$ cat src/lsfp_pkg.sv
// package of constants and types for the led string fault protection block
package lsfp_pkg;
    localparam int unsigned CLK_HZ = 200_000_000; // system clock rate
    localparam int unsigned NUM_CH = 8; // gate channels
    localparam int unsigned NUM_CTRL = 4; // pwm control inputs
    // internal timing clock period, in picoseconds (3.2 us)
    localparam int unsigned TICK_PS = 3_200_000;
    localparam int unsigned TICK_CYC = TICK_PS / 5000; // 640 system cycles per tick
    // settle and qualify delays, in internal ticks (12.8 us each)
    localparam int unsigned SETTLE_TICKS = 4;
    localparam int unsigned QUALIFY_TICKS = 4;
    // fault output toggle frequency, in hz
    localparam int unsigned FLT_HZ = 80_000;
    localparam int unsigned FLT_PER_CYC = CLK_HZ / FLT_HZ; // 2500 cycles
    localparam int unsigned FLT_Q1_CYC = FLT_PER_CYC / 4; // 25% low time
    localparam int unsigned FLT_Q2_CYC = FLT_PER_CYC / 2; // 50% low time
    localparam int unsigned FLT_Q3_CYC = (FLT_PER_CYC * 3) / 4; // 75% low time
    // headroom modes
    localparam logic [1:0] MODE_2CH = 2'h0;
    localparam logic [1:0] MODE_4CH = 2'h1;
    localparam logic [1:0] MODE_8CH = 2'h2;
    // fault codes, ascending severity
    typedef enum logic [2:0] {
        FC_NONE = 3'h0,
        FC_LED_OPEN = 3'h1,
        FC_LED_SHORT = 3'h2,
        FC_FET_OPEN = 3'h3,
        FC_FULL = 3'h4
    } lsfp_fault_t;
endpackage

$ cat src/lsfp_tick.sv
// divider making the 3.2 us internal tick enable pulse
`timescale 1ns/1ps
module lsfp_tick
    import lsfp_pkg::*;
(
    input wire logic clk_in, // system clock
    input wire logic rst_b_in, // sync reset, active low
    output logic tick_out // one-cycle pulse every tick period
);
    typedef struct packed {
        logic [9:0] cnt; // cycle counter
        logic tick; // registered pulse
    } lsfp_tick_st_t;
    lsfp_tick_st_t s_q, s_d;
    localparam logic [9:0] TICK_LAST = 10'(TICK_CYC - 1);

    // count up and wrap, pulse on wrap
    always_comb begin
        s_d = s_q;
        s_d.tick = 1'b0;
        if (s_q.cnt == TICK_LAST) begin
            s_d.cnt = '0;
            s_d.tick = 1'b1;
        end else begin
            s_d.cnt = s_q.cnt + 10'h001;
        end
    end

    // state register
    always_ff @(posedge clk_in) begin
        if (!rst_b_in) begin
            s_q <= '0;
        end else begin
            s_q <= s_d;
        end
    end

    assign tick_out = s_q.tick;
endmodule

$ cat src/lsfp_flt_out.sv
// fault output pattern generator: 80 khz, duty set by fault code
`timescale 1ns/1ps
module lsfp_flt_out
    import lsfp_pkg::*;
(
    input wire logic clk_in, // system clock
    input wire logic rst_b_in, // sync reset, active low
    input wire lsfp_fault_t code_in, // fault code to report
    output logic low_out // high while the open-drain pin is pulled low
);
    typedef struct packed {
        logic [11:0] cnt; // position inside the period
        logic low; // registered pull-low
    } lsfp_fo_st_t;
    lsfp_fo_st_t s_q, s_d;
    localparam logic [11:0] PER_LAST = 12'(FLT_PER_CYC - 1);

    // low-time lookup per code
    function automatic logic [11:0] low_len(input lsfp_fault_t c);
        case (c)
            FC_LED_OPEN: low_len = 12'(FLT_Q1_CYC);
            FC_LED_SHORT: low_len = 12'(FLT_Q2_CYC);
            FC_FET_OPEN: low_len = 12'(FLT_Q3_CYC);
            default: low_len = 12'h000;
        endcase
    endfunction

    // free running period counter; compare against low time
    always_comb begin
        s_d = s_q;
        s_d.cnt = (s_q.cnt == PER_LAST) ? 12'h000 : s_q.cnt + 12'h001;
        if (code_in == FC_FULL) begin
            s_d.low = 1'b1; // continuous low
        end else if (code_in == FC_NONE) begin
            s_d.low = 1'b0; // released
        end else begin
            s_d.low = (s_q.cnt < low_len(code_in));
        end
    end

    // state register
    always_ff @(posedge clk_in) begin
        if (!rst_b_in) begin
            s_q <= '0;
        end else begin
            s_q <= s_d;
        end
    end

    assign low_out = s_q.low;
endmodule

$ cat src/lsfp_top.sv
// led string fault qualification, latching and fault reporting
// Operation
// - shut channel off before fault signalling
// - fault output toggles at 80 khz
// - duty 25/50/75 percent, full for fet short
// - open led: drain low while on, latched
// - shorted led: drain high, latched
// - open fet: source low, latched
// - shorted fet watched continuously
// - shorted fet unlatched, clears below hysteresis
// - led and open-fet checks only while on
// - wait settle delay after turn-on
// - abnormal result persists qualify delay first
// - latches held until enable toggle or por; undervoltage also clears them here
// - thermal: all off, latched, same release
// - thermal shows continuous low fault
// - undervoltage keeps everything in standby
// - short threshold selectable only in 4/8ch
// - enable gates pwm; pwm pairs channels in 2ch mode
// - internal tick 3.2 us, delays four ticks
`timescale 1ns/1ps
module lsfp_top
    import lsfp_pkg::*;
(
    input wire logic clk_in, // system clock 200 mhz
    input wire logic rst_b_in, // sync reset, active low
    input wire logic enable_in, // global enable from controller
    input wire logic [NUM_CTRL-1:0] pwm_ctrl_in, // pwm inputs, one per channel pair in 2ch mode
    input wire logic [1:0] mode_in, // headroom mode from strap comparators
    input wire logic [NUM_CH-1:0] drain_low_in, // drain below 0.8 v
    input wire logic [NUM_CH-1:0] drain_high_in, // drain above 19.2 v
    input wire logic [NUM_CH-1:0] drain_ref_high_in, // drain above 8x lsd_ref_in
    input wire logic [NUM_CH-1:0] src_low_dim_in, // source below analog_dim_in/4
    input wire logic [NUM_CH-1:0] src_low_fix_in, // source below 0.3 v
    input wire logic dim_high_in, // analog_dim_in above 1.4 v
    input wire logic [NUM_CH-1:0] src_high_in, // source above 0.9 v
    input wire logic [NUM_CH-1:0] src_clear_in, // source below 0.7 v
    input wire logic over_temp_in, // die above 160 c
    input wire logic supply_ok_in, // supply above 7.0 v
    output logic [NUM_CH-1:0] gate_drive_out, // gate enable per channel
    output logic regulator_en_out, // internal_regulator enable
    output logic fault_out_n_out, // open-drain fault pin level, always 0
    output logic fault_out_n_oe_out, // high while pulling the fault pin low
    output logic [NUM_CH-1:0] led_open_fault_out, // latched open led per channel
    output logic [NUM_CH-1:0] led_short_fault_out, // latched shorted led per channel
    output logic [NUM_CH-1:0] fet_open_fault_out, // latched open fet per channel
    output logic [NUM_CH-1:0] fet_short_fault_out, // live shorted fet per channel
    output logic thermal_fault_out // latched thermal shutdown
);
    // per channel qualification states
    typedef enum logic [3:0] {
        CH_OFF = 4'h1, // channel not commanded on
        CH_SETTLE = 4'h2, // waiting settle_delay
        CH_WATCH = 4'h4, // sampling comparators
        CH_QUAL = 4'h8 // abnormal, counting qualify_delay
    } lsfp_ch_t;

    typedef struct packed {
        lsfp_ch_t [NUM_CH-1:0] st; // channel state
        logic [NUM_CH-1:0][2:0] cnt; // tick counter per channel
        logic [NUM_CH-1:0] lo; // latched open led
        logic [NUM_CH-1:0] ls; // latched shorted led
        logic [NUM_CH-1:0] fo; // latched open fet
        logic [NUM_CH-1:0] fs; // live shorted fet
        logic th; // latched thermal
        logic [1:0] en_seq; // enable release sequence: 0 idle,1 saw low
        logic en_prev; // enable a cycle ago
        logic [NUM_CH-1:0] gate; // gate outputs
        logic reg_en; // regulator enable
        lsfp_fault_t code; // fault code for output pattern
        logic [NUM_CH-1:0] fault_vis; // faults whose channel is already off
    } lsfp_st_t;

    lsfp_st_t s_q, s_d;
    logic tick; // internal 3.2 us enable
    logic flt_low; // pattern generator output

    localparam logic [2:0] SETTLE_LAST = 3'(SETTLE_TICKS);
    localparam logic [2:0] QUAL_LAST = 3'(QUALIFY_TICKS);

    // map pwm input to channel command for a headroom mode
    function automatic logic [NUM_CH-1:0] ch_cmd(input logic [1:0] m,
                                                 input logic [NUM_CTRL-1:0] p);
        logic [NUM_CH-1:0] r;
        r = '0;
        if (m == MODE_8CH) begin
            r = {NUM_CH{p[0]}}; // one input drives all strings
        end else if (m == MODE_4CH) begin
            r = {p[2], p[2], p[0], p[0], p[2], p[2], p[0], p[0]};
        end else begin
            r = {p[3], p[3], p[2], p[2], p[1], p[1], p[0], p[0]};
        end
        return r;
    endfunction

    lsfp_tick u_tick (
        .clk_in(clk_in),
        .rst_b_in(rst_b_in),
        .tick_out(tick)
    );

    lsfp_flt_out u_flt (
        .clk_in(clk_in),
        .rst_b_in(rst_b_in),
        .code_in(s_q.code),
        .low_out(flt_low)
    );

    // next state: qualification, latching, release and priority
    always_comb begin
        logic [NUM_CH-1:0] cmd;
        logic [NUM_CH-1:0] bad_lo;
        logic [NUM_CH-1:0] bad_ls;
        logic [NUM_CH-1:0] bad_fo;
        logic [NUM_CH-1:0] latched;
        logic release_ev;
        cmd = '0;
        bad_lo = '0;
        bad_ls = '0;
        bad_fo = '0;
        latched = '0;
        release_ev = 1'b0;
        s_d = s_q;
        s_d.en_prev = enable_in;
        // release needs high, low, high on enable
        if (s_q.en_prev && !enable_in) begin
            s_d.en_seq = 2'h1; // saw the falling edge
        end else if (!s_q.en_prev && enable_in && s_q.en_seq == 2'h1) begin
            release_ev = 1'b1;
            s_d.en_seq = 2'h0;
        end
        // channels commanded on only while enabled
        cmd = enable_in ? ch_cmd(mode_in, pwm_ctrl_in) : '0;
        // comparator selection for thresholds
        bad_lo = drain_low_in;
        // short threshold from lsd_ref_in only in 4/8ch modes
        bad_ls = (mode_in == MODE_2CH) ? drain_high_in : drain_ref_high_in;
        bad_fo = dim_high_in ? src_low_fix_in : src_low_dim_in;
        if (release_ev) begin
            s_d.lo = '0;
            s_d.ls = '0;
            s_d.fo = '0;
            s_d.th = 1'b0;
        end
        // thermal latches; set wins over release
        if (over_temp_in) begin
            s_d.th = 1'b1;
        end
        // shorted fet: continuous, self-clearing with hysteresis
        for (int i = 0; i < NUM_CH; i++) begin
            if (src_high_in[i]) begin
                s_d.fs[i] = 1'b1;
            end else if (src_clear_in[i]) begin
                s_d.fs[i] = 1'b0;
            end
        end
        latched = s_d.lo | s_d.ls | s_d.fo;
        // per channel settle and qualify sequencing on the tick
        for (int i = 0; i < NUM_CH; i++) begin
            if (!cmd[i] || latched[i]) begin
                s_d.st[i] = CH_OFF; // checks idle while off
                s_d.cnt[i] = '0;
            end else begin
                case (s_q.st[i])
                    CH_OFF: begin
                        s_d.st[i] = CH_SETTLE;
                        s_d.cnt[i] = '0;
                    end
                    CH_SETTLE: begin
                        if (tick) begin
                            s_d.cnt[i] = s_q.cnt[i] + 3'h1;
                            if (s_q.cnt[i] + 3'h1 == SETTLE_LAST) begin
                                s_d.st[i] = CH_WATCH;
                                s_d.cnt[i] = '0;
                            end
                        end
                    end
                    CH_WATCH: begin
                        if (bad_lo[i] || bad_ls[i] || bad_fo[i]) begin
                            s_d.st[i] = CH_QUAL;
                            s_d.cnt[i] = '0;
                        end
                    end
                    CH_QUAL: begin
                        if (!(bad_lo[i] || bad_ls[i] || bad_fo[i])) begin
                            s_d.st[i] = CH_WATCH; // glitch rejected
                        end else if (tick) begin
                            s_d.cnt[i] = s_q.cnt[i] + 3'h1;
                            if (s_q.cnt[i] + 3'h1 == QUAL_LAST) begin
                                s_d.lo[i] = bad_lo[i];
                                s_d.ls[i] = bad_ls[i];
                                s_d.fo[i] = bad_fo[i];
                                s_d.st[i] = CH_OFF;
                            end
                        end
                    end
                    default: begin
                        s_d.st[i] = CH_OFF;
                    end
                endcase
            end
        end
        latched = s_d.lo | s_d.ls | s_d.fo;
        // gates off on any latched fault, thermal or undervoltage
        if (!supply_ok_in || s_d.th) begin
            s_d.gate = '0;
        end else begin
            s_d.gate = cmd & ~latched & ~s_d.fs;
        end
        s_d.reg_en = supply_ok_in && !s_d.th;
        // report only faults whose gate is already off: gate drops this edge,
        // code follows two cycles later so the channel is off first
        s_d.fault_vis = s_q.lo | s_q.ls | s_q.fo | s_q.fs;
        if (!supply_ok_in) begin
            s_d.code = FC_NONE; // standby, nothing reported
        end else if (s_q.th || (|(s_q.fs & s_q.fault_vis))) begin
            s_d.code = FC_FULL;
        end else if (|(s_q.fo & s_q.fault_vis)) begin
            s_d.code = FC_FET_OPEN;
        end else if (|(s_q.ls & s_q.fault_vis)) begin
            s_d.code = FC_LED_SHORT;
        end else if (|(s_q.lo & s_q.fault_vis)) begin
            s_d.code = FC_LED_OPEN;
        end else begin
            s_d.code = FC_NONE;
        end
        // undervoltage clears the latches, thermal, release sequence and channel states
        if (!supply_ok_in) begin
            s_d.lo = '0;
            s_d.ls = '0;
            s_d.fo = '0;
            s_d.th = 1'b0;
            s_d.en_seq = 2'h0;
            for (int i = 0; i < NUM_CH; i++) begin
                s_d.st[i] = CH_OFF;
                s_d.cnt[i] = '0;
            end
        end
    end

    // state register; channels reset to off
    always_ff @(posedge clk_in) begin
        if (!rst_b_in) begin
            s_q <= '0;
            s_q.st <= {NUM_CH{CH_OFF}};
            s_q.code <= FC_NONE;
        end else begin
            s_q <= s_d;
        end
    end

    // registered outputs
    always_ff @(posedge clk_in) begin
        if (!rst_b_in) begin
            fault_out_n_oe_out <= 1'b0;
        end else begin
            fault_out_n_oe_out <= flt_low;
        end
    end

    assign fault_out_n_out = 1'b0; // open drain only ever pulls low
    assign gate_drive_out = s_q.gate;
    assign regulator_en_out = s_q.reg_en;
    assign led_open_fault_out = s_q.lo;
    assign led_short_fault_out = s_q.ls;
    assign fet_open_fault_out = s_q.fo;
    assign fet_short_fault_out = s_q.fs;
    assign thermal_fault_out = s_q.th;

    // a latched channel never has its gate on, not even for one cycle
    gate_off_fault_a: assert property (@(posedge clk_in) disable iff (!rst_b_in)
        (gate_drive_out & (s_q.lo | s_q.ls | s_q.fo)) == '0)
        else $error("gate on with latched fault");

    // thermal latch drops every gate and the regulator
    thermal_all_off_a: assert property (@(posedge clk_in) disable iff (!rst_b_in)
        thermal_fault_out |-> (gate_drive_out == '0 && !regulator_en_out))
        else $error("thermal did not shut down");

    // undervoltage holds gates off and clears the thermal latch
    uvlo_standby_a: assert property (@(posedge clk_in) disable iff (!rst_b_in)
        !supply_ok_in |=> (gate_drive_out == '0 && !thermal_fault_out))
        else $error("undervoltage not in standby");

    // undervoltage also clears the fault code and drops the regulator
    uv_quiet_a: assert property (@(posedge clk_in) disable iff (!rst_b_in)
        !supply_ok_in |=> (s_q.code == FC_NONE && !regulator_en_out))
        else $error("undervoltage left output active");

    // pin follows the code two cycles later, so three cycles of code suffice
    full_low_a: assert property (@(posedge clk_in) disable iff (!rst_b_in)
        (s_q.code == FC_FULL) [*3] |-> fault_out_n_oe_out)
        else $error("full fault not continuous low");

    // no fault code for three cycles means the pin is released
    oe_idle_a: assert property (@(posedge clk_in) disable iff (!rst_b_in)
        (s_q.code == FC_NONE) [*3] |-> !fault_out_n_oe_out)
        else $error("fault pin low with no fault");

    // live fet short flag tracks its comparators with hysteresis
    fet_short_set_a: assert property (@(posedge clk_in) disable iff (!rst_b_in)
        (src_high_in[0] && supply_ok_in) |=> fet_short_fault_out[0])
        else $error("fet short not flagged");
    fet_short_clr_a: assert property (@(posedge clk_in) disable iff (!rst_b_in)
        (src_clear_in[0] && !src_high_in[0]) |=> !fet_short_fault_out[0])
        else $error("fet short not cleared");

    // a live fet short keeps its gate low
    short_gate_low_a: assert property (@(posedge clk_in) disable iff (!rst_b_in)
        (fet_short_fault_out & gate_drive_out) == '0)
        else $error("gate on with fet short");

    // detectors rest while off and only watch after settling
    off_no_check_a: assert property (@(posedge clk_in) disable iff (!rst_b_in)
        !enable_in |=> (s_q.st[0] == CH_OFF))
        else $error("detector active while off");
    settle_wait_a: assert property (@(posedge clk_in) disable iff (!rst_b_in)
        $rose(s_q.st[0] == CH_WATCH) |-> $past(s_q.st[0] == CH_SETTLE || s_q.st[0] == CH_QUAL))
        else $error("watch entered without settle");

    // a channel leaving off always passes through settle first
    no_skip_settle_a: assert property (@(posedge clk_in) disable iff (!rst_b_in)
        (s_q.st[0] == CH_OFF) |=> (s_q.st[0] != CH_WATCH && s_q.st[0] != CH_QUAL))
        else $error("settle delay skipped");

    // latches come only from qualification and hold until released
    latch_via_qual_a: assert property (@(posedge clk_in) disable iff (!rst_b_in)
        ($rose(led_open_fault_out[0]) && supply_ok_in) |-> $past(s_q.st[0] == CH_QUAL))
        else $error("latched without qualification");
    hold_latch_a: assert property (@(posedge clk_in) disable iff (!rst_b_in)
        (led_open_fault_out[0] && enable_in && supply_ok_in && $past(enable_in))
        |=> led_open_fault_out[0])
        else $error("latch lost without release");

    // a completed enable toggle clears every latch
    release_clear_a: assert property (@(posedge clk_in) disable iff (!rst_b_in)
        ($rose(enable_in) && s_q.en_seq == 2'h1 && !over_temp_in) |=>
        ((s_q.lo | s_q.ls | s_q.fo) == '0 && !thermal_fault_out))
        else $error("release did not clear latches");
endmodule

$ cat config.mk
export PLATFORM = sky130hd
export DESIGN_NAME = lsfp_top
export DESIGN_NICKNAME = d
export VERILOG_FILES = /design/src/lsfp_pkg.sv /design/src/lsfp_tick.sv /design/src/lsfp_flt_out.sv /design/src/lsfp_top.sv
export SDC_FILE = /design/constraint.sdc
export NUM_CORES = 1
export LEC_CHECK = 0
export ABC_CLOCK_PERIOD_IN_PS = 2600
export BUFFER_PORTS_ARGS = -buffer_cell sky130_fd_sc_hd__buf_4
export CORE_MARGIN = 2
export CORE_UTILIZATION = 40
export CTS_BUF_LIST = sky130_fd_sc_hd__clkbuf_8 sky130_fd_sc_hd__clkbuf_16
export CTS_CLUSTER_DIAMETER = 150
export DETAILED_ROUTE_END_ITERATION = 12
export GPL_ROUTABILITY_DRIVEN = 0
export HOLD_SLACK_MARGIN = 0.12
export SETUP_SLACK_MARGIN = 0.5
export SKIP_CTS_REPAIR_TIMING = 1
export SLEW_MARGIN = 0
export SYNTH_ARGS = -nofsm -noshare
export SYNTH_HDL_FRONTEND = slang
export SYNTH_SLANG_ARGS = --single-unit
$ cat constraint.sdc
create_clock -name clk_in -period 2.6 [get_ports clk_in]
set_input_delay 0.65 -clock clk_in [delete_from_list [all_inputs] [get_ports clk_in]]
set_output_delay 0.65 -clock clk_in [all_outputs]
set_load 0.05 [all_outputs]
==> summary.md <==
| Metric | Value |
|---|---|
| Status | `finished clean` |
| # DRC | `0` |
| CTS Buffer Depth | `2` |
| EDFF count, synth | `0` |
| Mean number of vias per cell | `5.43` |
| Post-Synthesis Cells | `915` |
| Final worst-path cycle share | `78.1%` |
| #FFs+latches synth | `136` |
| Final nets | `1,082` |
| CP Max Fanout | `4` |
| DIE WIDTH | `143 µm` |
| Die area | `20,400 µm²` |
| DRT Pass-1 Iters | `5` |
| Inserted Clock Buffers | `17` |
| Post-synth top cells | `dfxtp_1, nor2_1, a21oi_1` |
| HP Class | `in2reg` |
| Starting density of the core | `40.9%` |
| Avg Cell Area, Syn | `8.42 µm²` |
| Largest net degree at the start of global routing | `19` |
| Setup Viol. Count Final | `0` |
| Number of port buffers | `110` |
| Setup CP Type | `reg2reg` |
| Synthesized area | `7710 µm²` |
| WHS | `0.412 ns` |
| # IOs | `112` |
| First-pass GRT wire length | `33.0 mm` |
| Ant. Diodes | `0` |
| Worst endpoint data arrival time | `2.38 ns` |
| CTS tree | `yes` |
| Layout overhead on the synthesized area | `20.1%` |
| Antenna Nets Post-Route | `0` |
| Post-placement cell area | `8610 µm²` |
| Critical path, cell by cell | `ha_1 > xor2_1 > nand3_2 > or3b_2 > a21o_1 > a211oi_1` |
| WL final | `20.9 mm` |
| Worst path slowest cell | `or3b_2` |
| Cell area after layout | `9250 µm²` |
| Dpl hpwl | `16.0 mm` |
| Startpoint types | `flop` |
| Fmax | `0.493 GHz` |
| Final setup skew | `0.00658 ns` |
| Area contributors post-synth | `dfxtp_1, nor2_1, a21oi_1` |
| RSZ-0062 raised after global routing | `false` |
| Synth top area share | `35.3%` |
| Vias in the first global route | `6,284` |
| Clock transition at the registers of the reported paths | `0.06 ns` |
| Slew Limit Fails | `0` |
| Share of layout cells above drive strength 1 | `20.4%` |
| CP bufs+invs | `0` |
| Library cells used by synthesis | `76` |
| Row count | `50` |
| Post-Syn Nets | `1,008` |
| Ys flop type | `dfxtp_1` |
| Max Cap Viol | `0` |
| Power per cell area | `562 nW/µm²` |
| Post-synth top area cell | `dfxtp_1` |
| Endpoints failing hold | `0` |
| Leak pwr | `3.63 nW` |
| Fill count | `1,816` |
| Multi-input gate area | `4560 µm²` |
| Max incr delay on CP | `0.47 ns` |
| Storage element area | `2720 µm²` |
| Synth warnings | `0` |
| Clock root cell | `clkbuf_16` |
| Grt total ovfl | `0` |
| Die H | `143 µm` |
| Initial antenna violation count | `0` |
| Fin Setup TNS | `0 ns` |
| Min cycle time layout | `2.03 ns` |
| Final cell count without fillers | `1,261` |
| Pin slew with the least headroom to its limit | `0.648 ns` |
| Vias | `6,843` |
| Setup crit end kind | `flop` |
| Placed cell count | `1,230` |
| Sequential area share after synthesis | `35.3%` |
| Clock Latency Late Sink | `0.43 ns` |
| First DRT Iteration DRCs | `341` |
| Drt wl/cell | `16.6 µm` |
| Worst EP required | `2.95 ns` |
| H-tree levels | `4` |
| Core area | `18,800 µm²` |
| Worst rel slew slack | `55.7%` |
| Delay-heaviest family, CP | `simple AND/OR/NAND/NOR gates` |
| Most used standard cell by instance count after synthesis | `dfxtp_1` |
| VDD IR max | `0.451 mV` |
| TritonCTS Sinks | `136` |
| Ys async rst share | `0%` |
| Tot GR Track Use | `20.9%` |
[cells by family after synthesis]
| family | synth area share (%) |
|---|---|
| simple gates | 27.8 |
| compound gates | 20.7 |
| flops | 35.3 |
| buf+inv | 6.51 |
| xor+xnor | 3.30 |
| fa+ha+maj | 4.06 |
| mux | 2.34 |
| other cells | 0.0487 |
[routing by layer]
layer	vias up	share of wire (%)	routed length (µm)	GRT usage (%)
li1	3444	-	-	-
met3	35	5.4	1140	4.19
met4	0	2.1	447	8.55
met2	192	46	9630	32.8
met1	3172	46	9660	28.2
met5	-	0	0	0
[state kept, by name, indices dropped and copies added, names as in the netlist]
| name | count |
|---|---|
| u_tick.s_q | 10 |
| fet_open_fault_out | 8 |
| fet_short_fault_out | 8 |
| led_short_fault_out | 8 |
| u_flt.s_q | 12 |
| u_tick.tick_out | 1 |
| u_flt.low_out | 1 |
| fault_out_n_oe_out | 1 |
| regulator_en_out | 1 |
| led_open_fault_out | 8 |
| gate_drive_out | 8 |
| thermal_fault_out | 1 |
| s_q | 69 |
[worst register-to-register path, stage by stage (launching register included)]
cell and delay, ns:
dfxtp_1 0.39, ha_1 0.23, xor2_1 0.30, nand3_2 0.20
or3b_2 0.47, a21o_1 0.18, a211oi_1 0.18
[worst paths after layout]
kind | startpoint | end | slack (ns) | cells past startpoint
worst min register to register | u_flt.low_out | fault_out_n_oe_out | 0.44 | 1
worst max register to register | s_q[71] | s_q[102] | 0.57 | 6
worst min-delay path | src_high_in[7] | gate_drive_out[7] | 0.41 | 2
worst max-delay path | s_q[71] | s_q[102] | 0.57 | 6
[stage by stage]
step / power [W] / setup slack (ns) / utilization [%]
final: 0.00520 / 0.570 / 49.1
after global routing: 0.00540 / 0.466 / 49.1
after CTS: 0.00525 / 0.584 / 49.0
after detailed placement: 0.00267 / 0.229 / 45.7
after global placement: 0.00267 / 0.262 / 45.7
after floorplan: 0.00248 / 0.429 / -
[area by class of cell]
cell class | instances | area share, %
tap | 260 | 3.52
sequential | 136 | 29.4
multi-input combinational | 690 | 49.3
timing repair buffer | 128 | 10.4
clock inverter | 14 | 2.16
inverter | 16 | 0.649
clock buffer | 17 | 4.60
[report_power, final]
part           leakage, nW  switching [W]  internal [W]
sequential            1.10      0.0000477       0.00212
clock                0.296       0.000973       0.00161
combinational         2.23       0.000257      0.000199
total                 3.63        0.00128       0.00393
[cell usage in the layout (no fill, tap or decap), types with 7 or more instances in the layout]
cell type,count
dfxtp_1,136
buf_4,128
nor2_1,92
a21oi_1,67
nand2_1,55
nor2b_1,48
nand3_1,36
o21ai_0,35
nand2b_1,26
a22oi_1,26
ha_1,25
xor2_1,22
nor3_1,17
clkbuf_16,17
o21a_1,16
nor4_1,16
inv_1,15
or3_1,11
a21o_1,11
or2_2,9
nand3b_1,9
nor3b_1,9
mux2i_1,9
nand4_1,8
and3_1,8
or3b_2,8
mux2_2,7
o31ai_1,7
(Power assumes the default switching activity.)
